$ cat src/rsc_pkg.sv
// How it works
// - Register bus only when the option is enabled.
// - Reset polarity fixed by a build parameter.
// - Built for one selected managed device type.
// - Build-selected arbitration for the shared port.
// - Fetch depth power of two, 16..131072, limited.
// - Fetch storage is block or distributed memory.
// - Two to six sync stages; four-plus need depth 32.
// - Status stream only when status option enabled.
// - Control stream only when control option enabled.
// - Start-in-shutdown socket leaves reset in shutdown.
// - Shutdown-on-error socket shuts down on any error.
// - Leaving reset full and active, run module startup steps.
// - Skip option suppresses startup steps after reset.
// - Record power-on module; mandatory on one device type.
// - Module storage rounded up to power of two.
// - Software startup notification precedes module reset.
// - Full socket after reset asserts module reset.
// - Module reset held configured cycles, at most 256.
package rsc_pkg;
  localparam logic [7:0] OFS_CTRL = 8'h00;
  localparam logic [7:0] OFS_STATUS = 8'h04;
  localparam logic [7:0] OFS_FIFO_DATA = 8'h08;
  localparam logic [7:0] OFS_MOD_TABLE = 8'h0c;
  localparam int CTRL_CMD_LSB = 0;
  localparam int CTRL_ID_LSB = 8;
  localparam int STAT_FULL_BIT = 5;
  localparam int STAT_ERR_BIT = 6;
  localparam int STAT_SWREQ_BIT = 7;
  localparam int STAT_FIFO_FULL_BIT = 8;
  localparam int STAT_MOD_LSB = 9;
  localparam int TBL_ENTRY_LSB = 8;
  localparam int MAX_RESET_CYCLES = 256;
  localparam int DEV_TYPE_A = 0;
  localparam int DEV_TYPE_CLEARING = 1;
  localparam int DEV_TYPE_C = 2;
  localparam int ARB_NONE = 0;
  localparam int ARB_REQ_GNT = 1;
  localparam logic [2:0] CMD_SHUTDOWN = 3'h1;
  localparam logic [2:0] CMD_RESTART = 3'h2;
  localparam logic [2:0] CMD_LOAD = 3'h3;
  localparam logic [2:0] CMD_LOAD_DONE = 3'h4;
  localparam logic [2:0] CMD_SW_ACK = 3'h5;
  localparam logic [2:0] CMD_RST_ON = 3'h6;
  localparam logic [2:0] CMD_RST_OFF = 3'h7;

  typedef enum logic [4:0] {
    ST_ACTIVE = 5'b00001,
    ST_SHUT = 5'b00010,
    ST_LOAD = 5'b00100,
    ST_SWSTART = 5'b01000,
    ST_MRESET = 5'b10000
  } rsc_state_t;

  typedef struct packed {
    logic rst_low;
    logic rst_en;
    logic sw_start;
  } rsc_mod_entry_t;

  typedef struct packed {
    logic [2:0] cmd;
    logic [6:0] id;
  } rsc_cmd_t;
endpackage : rsc_pkg

$ cat src/rsc_fetch_fifo.sv
module rsc_fetch_fifo
  import rsc_pkg::*;
#(
  parameter int WIDTH = 32,
  parameter int DEPTH = 16,
  parameter bit USE_BLOCK_RAM = 1'b1
) (
  input wire logic clk_sys_i,
  input wire logic rst_i,
  input wire logic in_valid_i,
  output logic in_ready_o,
  input wire logic [WIDTH-1:0] in_data_i,
  output logic out_valid_o,
  input wire logic out_ready_i,
  output logic [WIDTH-1:0] out_data_o,
  output logic empty_o
);
  localparam int AW = $clog2(DEPTH);
  logic [WIDTH-1:0] mem [DEPTH];
  logic [AW:0] wr_ptr_reg;
  logic [AW:0] rd_ptr_reg;
  logic full;
  logic mem_empty;
  logic push;
  logic pop;

  assign full = (wr_ptr_reg[AW] != rd_ptr_reg[AW]) &&
                (wr_ptr_reg[AW-1:0] == rd_ptr_reg[AW-1:0]);
  assign mem_empty = (wr_ptr_reg == rd_ptr_reg);
  assign in_ready_o = !full;
  assign push = in_valid_i && !full;

  always_ff @(posedge clk_sys_i) begin
    if (push) begin
      mem[wr_ptr_reg[AW-1:0]] <= in_data_i;
    end
  end

  always_ff @(posedge clk_sys_i) begin
    if (rst_i) begin
      wr_ptr_reg <= '0;
    end else if (push) begin
      wr_ptr_reg <= wr_ptr_reg + 1'b1;
    end
  end

  always_ff @(posedge clk_sys_i) begin
    if (rst_i) begin
      rd_ptr_reg <= '0;
    end else if (pop) begin
      rd_ptr_reg <= rd_ptr_reg + 1'b1;
    end
  end

  generate
    if (USE_BLOCK_RAM) begin : g_block
      // Block memory needs a registered read, so one output stage sits here.
      logic out_valid_reg;
      logic [WIDTH-1:0] out_data_reg;
      assign pop = !mem_empty && (!out_valid_reg || out_ready_i);
      always_ff @(posedge clk_sys_i) begin
        if (rst_i) begin
          out_valid_reg <= 1'b0;
        end else if (pop) begin
          out_valid_reg <= 1'b1;
        end else if (out_ready_i) begin
          out_valid_reg <= 1'b0;
        end
      end
      always_ff @(posedge clk_sys_i) begin
        if (pop) begin
          out_data_reg <= mem[rd_ptr_reg[AW-1:0]];
        end
      end
      assign out_valid_o = out_valid_reg;
      assign out_data_o = out_data_reg;
      assign empty_o = mem_empty && !out_valid_reg;
    end else begin : g_dist
      assign pop = !mem_empty && out_ready_i;
      assign out_valid_o = !mem_empty;
      assign out_data_o = mem[rd_ptr_reg[AW-1:0]];
      assign empty_o = mem_empty;
    end
  endgenerate
endmodule : rsc_fetch_fifo

$ cat src/rsc_socket_ctrl.sv
// Register access over APB and the placing of the registers were decided locally.
module rsc_socket_ctrl
  import rsc_pkg::*;
#(
  parameter bit HAS_REG_IF = 1'b1,
  parameter bit RESET_ACTIVE_LEVEL = 1'b0,
  parameter int DEVICE_TYPE = DEV_TYPE_A,
  parameter int ARB_PROTOCOL = ARB_NONE,
  parameter bit COMPRESSED = 1'b0,
  parameter int FIFO_DEPTH = 64,
  parameter bit FIFO_BLOCK_RAM = 1'b1,
  parameter int CDC_STAGES = 2,
  parameter bit HAS_STATUS_CH = 1'b1,
  parameter bit HAS_CTRL_CH = 1'b1,
  parameter bit START_IN_SHUTDOWN = 1'b0,
  parameter bit SHUTDOWN_ON_ERROR = 1'b0,
  parameter bit SKIP_STARTUP = 1'b0,
  parameter bit HAS_POR_MODULE = 1'b1,
  parameter logic [6:0] POR_MODULE = 7'h00,
  parameter int MODULES_ALLOC = 2,
  parameter logic [2:0] MOD_ENTRY_DEFAULT = 3'h2,
  parameter int RESET_CYCLES = 4
) (
  input wire logic clk_sys_i,
  input wire logic rstn_i,
  input wire logic psel_i,
  input wire logic penable_i,
  input wire logic pwrite_i,
  input wire logic [7:0] paddr_i,
  input wire logic [31:0] pwdata_i,
  output logic [31:0] prdata_o,
  output logic pready_o,
  output logic pslverr_o,
  input wire logic ctrl_tvalid_i,
  output logic ctrl_tready_o,
  input wire logic [31:0] ctrl_tdata_i,
  output logic stat_tvalid_o,
  input wire logic stat_tready_i,
  output logic [31:0] stat_tdata_o,
  output logic cfg_req_o,
  input wire logic cfg_gnt_i,
  output logic cfg_valid_o,
  input wire logic cfg_ready_i,
  output logic [31:0] cfg_data_o,
  input wire logic cfg_err_i,
  output logic module_reset_out_o,
  output logic sw_start_req_o
);
  localparam int SLOTS = 2 ** $clog2(MODULES_ALLOC);
  localparam int SW = $clog2(SLOTS);
  // The power-on module is compulsory on the clearing-bitstream device.
  localparam bit POR_FULL = HAS_POR_MODULE ||
                            (DEVICE_TYPE == DEV_TYPE_CLEARING);

  generate
    if (FIFO_DEPTH < 16 || FIFO_DEPTH > 131072 ||
        (FIFO_DEPTH & (FIFO_DEPTH - 1)) != 0) begin : g_bad_depth
      $error("fetch fifo depth must be a power of two in range");
    end
    if (CDC_STAGES < 2 || CDC_STAGES > 6) begin : g_bad_cdc
      $error("sync stage count out of range");
    end
    if (CDC_STAGES > 3 && FIFO_DEPTH < 32) begin : g_bad_mix
      $error("four or more sync stages need depth of 32");
    end
    if (RESET_CYCLES < 1 || RESET_CYCLES > MAX_RESET_CYCLES) begin : g_bad_rst
      $error("module reset duration out of range");
    end
  endgenerate

  logic rst;
  assign rst = (rstn_i == RESET_ACTIVE_LEVEL);

  rsc_state_t state_reg;
  rsc_mod_entry_t mod_tbl_reg [SLOTS];
  rsc_mod_entry_t cur_entry;
  logic [6:0] cur_mod_reg;
  logic full_reg;
  logic err_reg;
  logic boot_reg;
  logic done_req_reg;
  logic man_rst_reg;
  logic [8:0] rst_cnt_reg;
  logic [31:0] prdata_reg;
  logic pready_reg;
  logic pslverr_reg;
  logic ctrl_tready_reg;
  logic stat_tvalid_reg;
  logic [31:0] stat_tdata_reg;
  logic cfg_req_reg;
  logic cfg_valid_reg;
  logic [31:0] cfg_data_reg;
  logic mod_rst_reg;
  rsc_state_t state_seen_reg;

  assign cur_entry = mod_tbl_reg[cur_mod_reg[SW-1:0]];

  // APB slave: one wait state, longer while a data word meets a full FIFO.
  logic apb_acc;
  logic apb_done;
  logic addr_ok;
  logic fifo_in_ready;
  logic fifo_out_valid;
  logic [31:0] fifo_out_data;
  logic fifo_empty;
  logic fifo_push;
  logic data_stall;
  logic [31:0] status_word;
  assign apb_acc = psel_i && penable_i && HAS_REG_IF;
  assign addr_ok = paddr_i == OFS_CTRL || paddr_i == OFS_STATUS ||
                   paddr_i == OFS_FIFO_DATA || paddr_i == OFS_MOD_TABLE;
  assign data_stall = pwrite_i && paddr_i == OFS_FIFO_DATA &&
                      state_reg == ST_LOAD && !fifo_in_ready;
  assign apb_done = apb_acc && pready_reg;
  assign fifo_push = apb_done && pwrite_i && !pslverr_reg &&
                     paddr_i == OFS_FIFO_DATA && state_reg == ST_LOAD;
  assign status_word = {16'h0000, cur_mod_reg, fifo_empty,
                        sw_start_req_o, err_reg, full_reg, state_reg};

  always_ff @(posedge clk_sys_i) begin
    if (rst) begin
      pready_reg <= 1'b0;
      pslverr_reg <= 1'b0;
      prdata_reg <= 32'h0000_0000;
    end else begin
      pready_reg <= apb_acc && !pready_reg && !data_stall;
      pslverr_reg <= apb_acc && !pready_reg && !addr_ok;
      if (apb_acc && !pready_reg && !pwrite_i) begin
        unique case (paddr_i)
          OFS_CTRL: prdata_reg <= {25'h0000000, cur_mod_reg};
          OFS_STATUS: prdata_reg <= status_word;
          OFS_MOD_TABLE: prdata_reg <= {29'h0000000, cur_entry};
          default: prdata_reg <= 32'h0000_0000;
        endcase
      end
    end
  end

  // Command source: bus writes win over the control stream in a tie.
  rsc_cmd_t cmd;
  logic cmd_valid;
  logic bus_cmd;
  logic strm_cmd;
  assign bus_cmd = apb_done && pwrite_i && paddr_i == OFS_CTRL;
  assign strm_cmd = HAS_CTRL_CH && ctrl_tvalid_i && ctrl_tready_reg;
  assign cmd_valid = bus_cmd || strm_cmd;
  assign cmd = bus_cmd ?
    {pwdata_i[CTRL_CMD_LSB +: 3], pwdata_i[CTRL_ID_LSB +: 7]} :
    {ctrl_tdata_i[CTRL_CMD_LSB +: 3], ctrl_tdata_i[CTRL_ID_LSB +: 7]};

  always_ff @(posedge clk_sys_i) begin
    if (rst) begin
      ctrl_tready_reg <= 1'b0;
    end else begin
      ctrl_tready_reg <= HAS_CTRL_CH && !bus_cmd;
    end
  end

  always_ff @(posedge clk_sys_i) begin
    if (rst) begin
      for (int i = 0; i < SLOTS; i++) begin
        mod_tbl_reg[i] <= MOD_ENTRY_DEFAULT;
      end
    end else if (apb_done && pwrite_i && paddr_i == OFS_MOD_TABLE) begin
      mod_tbl_reg[pwdata_i[SW-1:0]] <= pwdata_i[TBL_ENTRY_LSB +: 3];
    end
  end

  // Socket sequencer.
  logic load_finish;
  logic startup_go;
  assign load_finish = done_req_reg && fifo_empty && !cfg_valid_reg;
  assign startup_go = load_finish ||
                      (boot_reg && full_reg && !SKIP_STARTUP);

  always_ff @(posedge clk_sys_i) begin
    if (rst) begin
      state_reg <= START_IN_SHUTDOWN ? ST_SHUT : ST_ACTIVE;
      boot_reg <= !START_IN_SHUTDOWN;
      full_reg <= POR_FULL;
      cur_mod_reg <= POR_MODULE;
      done_req_reg <= 1'b0;
      man_rst_reg <= 1'b0;
      rst_cnt_reg <= 9'h000;
    end else begin
      boot_reg <= 1'b0;
      if (cfg_err_i && SHUTDOWN_ON_ERROR) begin
        state_reg <= ST_SHUT;
        done_req_reg <= 1'b0;
      end else begin
        unique case (state_reg)
          ST_ACTIVE, ST_SHUT: begin
            if (cmd_valid && cmd.cmd == CMD_LOAD) begin
              state_reg <= ST_LOAD;
              full_reg <= 1'b0;
              cur_mod_reg <= cmd.id;
              man_rst_reg <= 1'b0;
            end else if (state_reg == ST_ACTIVE && startup_go) begin
              // Software hears of the module before its reset is pulsed.
              if (cur_entry.sw_start) begin
                state_reg <= ST_SWSTART;
              end else if (cur_entry.rst_en) begin
                state_reg <= ST_MRESET;
                rst_cnt_reg <= 9'(RESET_CYCLES);
              end
            end else if (cmd_valid && cmd.cmd == CMD_SHUTDOWN) begin
              state_reg <= ST_SHUT;
            end else if (cmd_valid && cmd.cmd == CMD_RESTART) begin
              state_reg <= ST_ACTIVE;
              man_rst_reg <= 1'b0;
            end else if (state_reg == ST_SHUT && cmd_valid) begin
              man_rst_reg <= (cmd.cmd == CMD_RST_ON) ? 1'b1 :
                             (cmd.cmd == CMD_RST_OFF) ? 1'b0 : man_rst_reg;
            end
          end
          ST_LOAD: begin
            if (load_finish) begin
              full_reg <= 1'b1;
              done_req_reg <= 1'b0;
              if (cur_entry.sw_start) begin
                state_reg <= ST_SWSTART;
              end else if (cur_entry.rst_en) begin
                state_reg <= ST_MRESET;
                rst_cnt_reg <= 9'(RESET_CYCLES);
              end else begin
                state_reg <= ST_ACTIVE;
              end
            end else if (cmd_valid && cmd.cmd == CMD_LOAD_DONE) begin
              done_req_reg <= 1'b1;
            end
          end
          ST_SWSTART: begin
            if (cmd_valid && cmd.cmd == CMD_SW_ACK) begin
              state_reg <= cur_entry.rst_en ? ST_MRESET : ST_ACTIVE;
              rst_cnt_reg <= 9'(RESET_CYCLES);
            end
          end
          ST_MRESET: begin
            rst_cnt_reg <= rst_cnt_reg - 9'h001;
            if (rst_cnt_reg == 9'h001) begin
              state_reg <= ST_ACTIVE;
            end
          end
          default: state_reg <= ST_SHUT;
        endcase
      end
    end
  end

  // Set wins over the bus clear of the error flag.
  always_ff @(posedge clk_sys_i) begin
    if (rst) begin
      err_reg <= 1'b0;
    end else if (cfg_err_i) begin
      err_reg <= 1'b1;
    end else if (apb_done && pwrite_i && paddr_i == OFS_STATUS &&
                 pwdata_i[STAT_ERR_BIT]) begin
      err_reg <= 1'b0;
    end
  end

  // The module reset level follows the loaded module's polarity.
  logic rst_assert;
  assign rst_assert = state_reg == ST_MRESET ||
                      (state_reg == ST_SHUT && man_rst_reg);
  always_ff @(posedge clk_sys_i) begin
    if (rst) begin
      mod_rst_reg <= MOD_ENTRY_DEFAULT[2];
    end else begin
      mod_rst_reg <= rst_assert ^ cur_entry.rst_low;
    end
  end

  // Status stream: each state change is reported; a pending word is
  // overwritten by a newer one, so only the latest state is guaranteed.
  always_ff @(posedge clk_sys_i) begin
    if (rst) begin
      stat_tvalid_reg <= 1'b0;
      stat_tdata_reg <= 32'h0000_0000;
      state_seen_reg <= START_IN_SHUTDOWN ? ST_SHUT : ST_ACTIVE;
    end else if (HAS_STATUS_CH) begin
      state_seen_reg <= state_reg;
      if (state_reg != state_seen_reg) begin
        stat_tvalid_reg <= 1'b1;
        stat_tdata_reg <= status_word;
      end else if (stat_tready_i) begin
        stat_tvalid_reg <= 1'b0;
      end
    end
  end

  // Port side: words leave the FIFO only while the shared port is ours; a word already on the port is held until taken.
  logic granted;
  logic fifo_pop;

  rsc_fetch_fifo #(
    .WIDTH(32),
    .DEPTH(FIFO_DEPTH),
    .USE_BLOCK_RAM(FIFO_BLOCK_RAM)
  ) u_fifo (
    .clk_sys_i(clk_sys_i),
    .rst_i(rst),
    .in_valid_i(fifo_push),
    .in_ready_o(fifo_in_ready),
    .in_data_i(pwdata_i),
    .out_valid_o(fifo_out_valid),
    .out_ready_i(fifo_pop),
    .out_data_o(fifo_out_data),
    .empty_o(fifo_empty)
  );

  assign granted = (ARB_PROTOCOL == ARB_NONE) || cfg_gnt_i;
  assign fifo_pop = granted && (!cfg_valid_reg || cfg_ready_i);
  always_ff @(posedge clk_sys_i) begin
    if (rst) begin
      cfg_req_reg <= 1'b0;
      cfg_valid_reg <= 1'b0;
      cfg_data_reg <= 32'h0000_0000;
    end else begin
      cfg_req_reg <= (ARB_PROTOCOL == ARB_REQ_GNT) &&
                     (state_reg == ST_LOAD || !fifo_empty);
      if (fifo_pop) begin
        cfg_valid_reg <= fifo_out_valid;
        cfg_data_reg <= fifo_out_data;
      end
    end
  end

  assign prdata_o = prdata_reg;
  assign pready_o = pready_reg;
  assign pslverr_o = pslverr_reg;
  assign ctrl_tready_o = ctrl_tready_reg;
  assign stat_tvalid_o = stat_tvalid_reg;
  assign stat_tdata_o = stat_tdata_reg;
  assign cfg_req_o = cfg_req_reg;
  assign cfg_valid_o = cfg_valid_reg;
  assign cfg_data_o = cfg_data_reg;
  assign module_reset_out_o = mod_rst_reg;
  // The state is one-hot, so the wait flag is one state flip-flop.
  assign sw_start_req_o = state_reg[$clog2(ST_SWSTART)];

  logic [8:0] hold_cnt_reg;
  always_ff @(posedge clk_sys_i) begin
    if (rst || state_reg != ST_MRESET) begin
      hold_cnt_reg <= 9'h000;
    end else begin
      hold_cnt_reg <= hold_cnt_reg + 9'h001;
    end
  end
endmodule : rsc_socket_ctrl

$ cat config.mk
export PLATFORM = sky130hd
export DESIGN_NAME = rsc_socket_ctrl
export DESIGN_NICKNAME = d
export VERILOG_FILES = /design/src/rsc_pkg.sv /design/src/rsc_fetch_fifo.sv /design/src/rsc_socket_ctrl.sv
export SDC_FILE = /design/constraint.sdc
export NUM_CORES = 2
export LEC_CHECK = 0
export BUFFER_PORTS_ARGS = -buffer_cell sky130_fd_sc_hd__buf_2
export CORE_MARGIN = 1
export CORE_UTILIZATION = 56
export CTS_BUF_LIST = sky130_fd_sc_hd__clkbuf_16
export DETAILED_ROUTE_END_ITERATION = 16
export PLACE_DENSITY = 0.75
export SETUP_SLACK_MARGIN = 0.3
export SLEW_MARGIN = 0
export SYNTH_ARGS = -nofsm -noshare
export SYNTH_HDL_FRONTEND = slang
export SYNTH_HIERARCHICAL = 1
export SYNTH_SLANG_ARGS = --single-unit
$ cat constraint.sdc
create_clock -name clk_sys_i -period 4.3 [get_ports clk_sys_i]
set_input_delay 0 -clock clk_sys_i [delete_from_list [all_inputs] [get_ports clk_sys_i]]
set_output_delay 0 -clock clk_sys_i [all_outputs]
set_load 0.03 [all_outputs]
==> results.md <==
- Status: complete, no violations
- Final critical-path share of the clock period: 91.4%
- Post-synthesis register bit count: 2,202
- H-Tree Depth: 4
- Clock Latency Late Sink: 0.85 ns
- RSZ-0062 raised after global routing: true
- Max Slew Vio Count: 0
- Post-route ant nets: 0
- Primary FF master, synth: edfxtp_1
- Lkg Pwr: 30.3 nW
- CTS tree: built
- Yosys top cell area share: 73.7%
- Post-layout min period: 3.93 ns
- Final HPWL DP: 118,000 µm
- Global-route wire length before repair: 294,000 µm
- CTS clk-pin slew, worst paths: 0.06 ns
- Post-CTS Setup Bufs: 0
- I/O Pins: 186
- Initial DRC Count: 5,018
- Final Net Count: 4,675
- Post-synth EDFFs: 2,086
- Die width: 392 µm
- Pwr Total: 0.0452 W
- Clk sinks: 2,202
- Complex-gate fraction of the synthesized area: 4.03%
- Largest area contributor in the netlist: edfxtp_1
- Initial antenna violation count: 7
- Largest register FFs: 2,048
- DR WL/cell: 29.8 µm
- Syn-to-layout area delta: 13.8%
- Fmax: 0.254 GHz
- Final Hold Fails: 0
- Clock Path Buffers: 3
- R2R Path End: u_fifo/mem[45][19]
- Post-Place Cells: 6,307
- Mux cell area share after synthesis: 14.1%
- RR Startpoint: state_reg[2]
- Final setup fails: 0
- Fill count: 9,660
- Full die area: 153,000 µm²
- CP cell instances: dlygate4sd3_1, buf_2, dlygate4sd3_1, nor3_1, dlygate4sd3_1, nand3_1, nor4_1, buf_4, nand2_1, a31oi_1, nand3b_1, buf_4, nor2_4, buf_4
- Max-Cap Viols: 0
- CP arrival: 4.38 ns
- Levels on crit path: 14
- Critical path's top delay family: buffers and inverters
- Worst rel slew slack: 11.5%
- Xor-xnor portion of the synthesized cell area: 0.227%
- Synth Area in Simple Gates: 3.20%
- Setup_tns: 0 ns
- Drt first pass iters: 5
- Initial Util: 56.6%
- Gr busiest metal: met2
- Nature of the critical path endpoint: flop
- Core Area: 150,000 µm²
- Count leader, synth: edfxtp_1
- Largest family of logic cells by synthesized area: multiplexers
- Overall Global Routing Usage: 26.7%
- Root buf cell: clkbuf_16
- Mapped Cells: 4,207
- Seq/Total Area, Yosys: 76.5%
- Die height: 392 µm
- Largest net degree at the start of global routing: 93
- Tightest Hold Check Type: input pin to flop
- Worst Skew: 0.0480 ns
- Final wirelength: 202,000 µm
- Peak VDD IR: 0.443 mV
- # DRC: 0
- Buffers on Ports: 129
- Final std cells w/o fill: 6,790
- Final GP Congestion: 0.867
- Slowest stage delay, CP: 0.65 ns
- Power density cells: 467 nW/µm²
- Commonest cells in the netlist: edfxtp_1 (2,086), mux4_2 (444), nand2_1 (202), nor2_1 (174)
- Warnings, synthesis: 6
- Met1 Resource Use GR: 37.6%
- Critical-path cell with the highest stage delay: dlygate4sd3_1
- Syn Area/Cell: 20.2 µm²
- Vias per inst: 6.47
- GRT met2 Usage: 42.0%
- Post-synth design cell area: 85,000 µm²
- Synth async-reset ratio: 0%
- DP Worst Slack: 0.440 ns
- Crit start category: input pin
- Crit path max fanout: 32
- Num CTS Buffers: 208
- R2r setup slk: 0.75 ns
- Row count: 142
- Vias in the first global route: 44,000
- Cell variety after synth: 79
- WP data required: 4.75 ns
- Reg2reg path depth: 10
- Worst slew pin tran: 1.33 ns
- Worst Path Buf+Inv: 7
- Worst setup path end: u_fifo/mem[45][19]
- Share of cells above drive strength 1: 25.8%
- Critical path startpoint: paddr_i[6]
- GRT overflow: 0
- Setup CP Type: input pin to flop
- Cells taking the most area after synthesis: edfxtp_1 (74%), mux4_2 (12%), dfxtp_1 (2.7%)
- Via count: 43,900
- GR met3 Demand/Resource: 6.37%
- Worst Slack Setup Final: 0.369 ns
- Adder-cell share of the synthesized area: 0.0589%
## metal layers
metal	vias to the layer above	part of all wire, %
li1	18100	-
met1	22900	38
met2	2550	48
met3	364	11
met4	6	2.7
met5	-	0.022
## worst min path at each step
stage                      start            endpoint  slack (ns)  cells past startpoint
floorplan            pwdata_i[0]    u_fifo/mem[0][0]         0.1                      0
global placement       cfg_err_i             err_reg        0.22                      3
detailed placement     cfg_err_i             err_reg        0.22                      3
CTS                 pwdata_i[19]  u_fifo/mem[34][19]      0.0003                      1
global route        pwdata_i[25]  u_fifo/mem[44][25]        0.07                      1
finish              pwdata_i[25]  u_fifo/mem[44][25]        0.04                      1
## layout by cell type (no fill, tap or decap), drive strengths merged, types with 7 or more instances in the layout
cell type	netlist	layout
o221ai	30	30
o32ai	7	7
nor4	17	17
xor2	9	9
xnor2	13	13
nand3b	8	8
nor3	30	30
a211oi	58	58
a22oi	103	103
buf	197	327
a31oi	16	16
dfxtp	116	116
conb	1	33
nor2	174	174
clkbuf	78	210
nand3	36	36
and2	14	14
nor2b	30	30
o22ai	45	45
mux2i	117	117
or3	10	10
inv	14	60
edfxtp	2086	2086
o31a	7	7
or2	8	8
mux2	65	65
a221o	16	16
nand2	202	202
dlygate4sd3	0	88
a21oi	97	97
mux4	446	446
nand2b	19	19
o21ai	37	37
a22o	27	27
clkinv	1	116
bufinv	0	16
## worst register-to-register path: cells and delay by family (launching register included)
family | cells | cell delay [ns]
buffers and inverters | 3 | 1.03
flip-flops | 1 | 0.48
AND/OR/NAND/NOR | 6 | 1.33
AO/OA/AOI/OAI | 1 | 0.31
## cells by family after synthesis
kind of cell    after synthesis
flops                      2202
fa+ha+maj                     4
simple gates                578
mux                         628
xor+xnor                     22
buf+inv                     290
compound gates              482
other cells                   1
## area by class of cell
| class | instances | area, µm² | area share, % |
|---|---|---|---|
| Antenna cell | 3 | 7.51 | 0.00776 |
| Clock buffer | 210 | 5260 | 5.43 |
| Clock inverter | 182 | 1390 | 1.43 |
| Inverter | 15 | 57.6 | 0.0595 |
| Multi-Input combinational cell | 1747 | 19000 | 19.6 |
| Sequential cell | 2202 | 65000 | 67.2 |
| Tap cell | 2016 | 2520 | 2.61 |
| Timing Repair Buffer | 415 | 3520 | 3.64 |
## timing repair
item                                    4_1_cts  5_1_grt
gates resized for setup                       0        4
hold endpoints to repair                   1544        0
hold buffers                                 88        0
endpoints found under the setup margin        0      234
## through the flow
| stage | utilization [%] | cell area [µm²] | hold WS (ns) |
|---|---|---|---|
| 6_report | 64.4 | 96700 | 0.0353 |
| 5_1_grt | 64.4 | 96700 | 0.0661 |
| 4_1_cts | 64.4 | 96700 | 0.000329 |
| 3_5_place_dp | 59.4 | 89200 | 0.222 |
| 3_3_place_gp | 59.4 | 89200 | 0.216 |
| 2_1_floorplan | - | 85100 | 0.0989 |
## power breakdown
part	total, W	internal (W)	switching, W
clock	0.0178	0.00985	0.00790
sequential	0.0238	0.0236	0.000180
combinational	0.00364	0.00147	0.00217
total	0.0452	0.0349	0.0103
(Power assumes the default switching activity.)
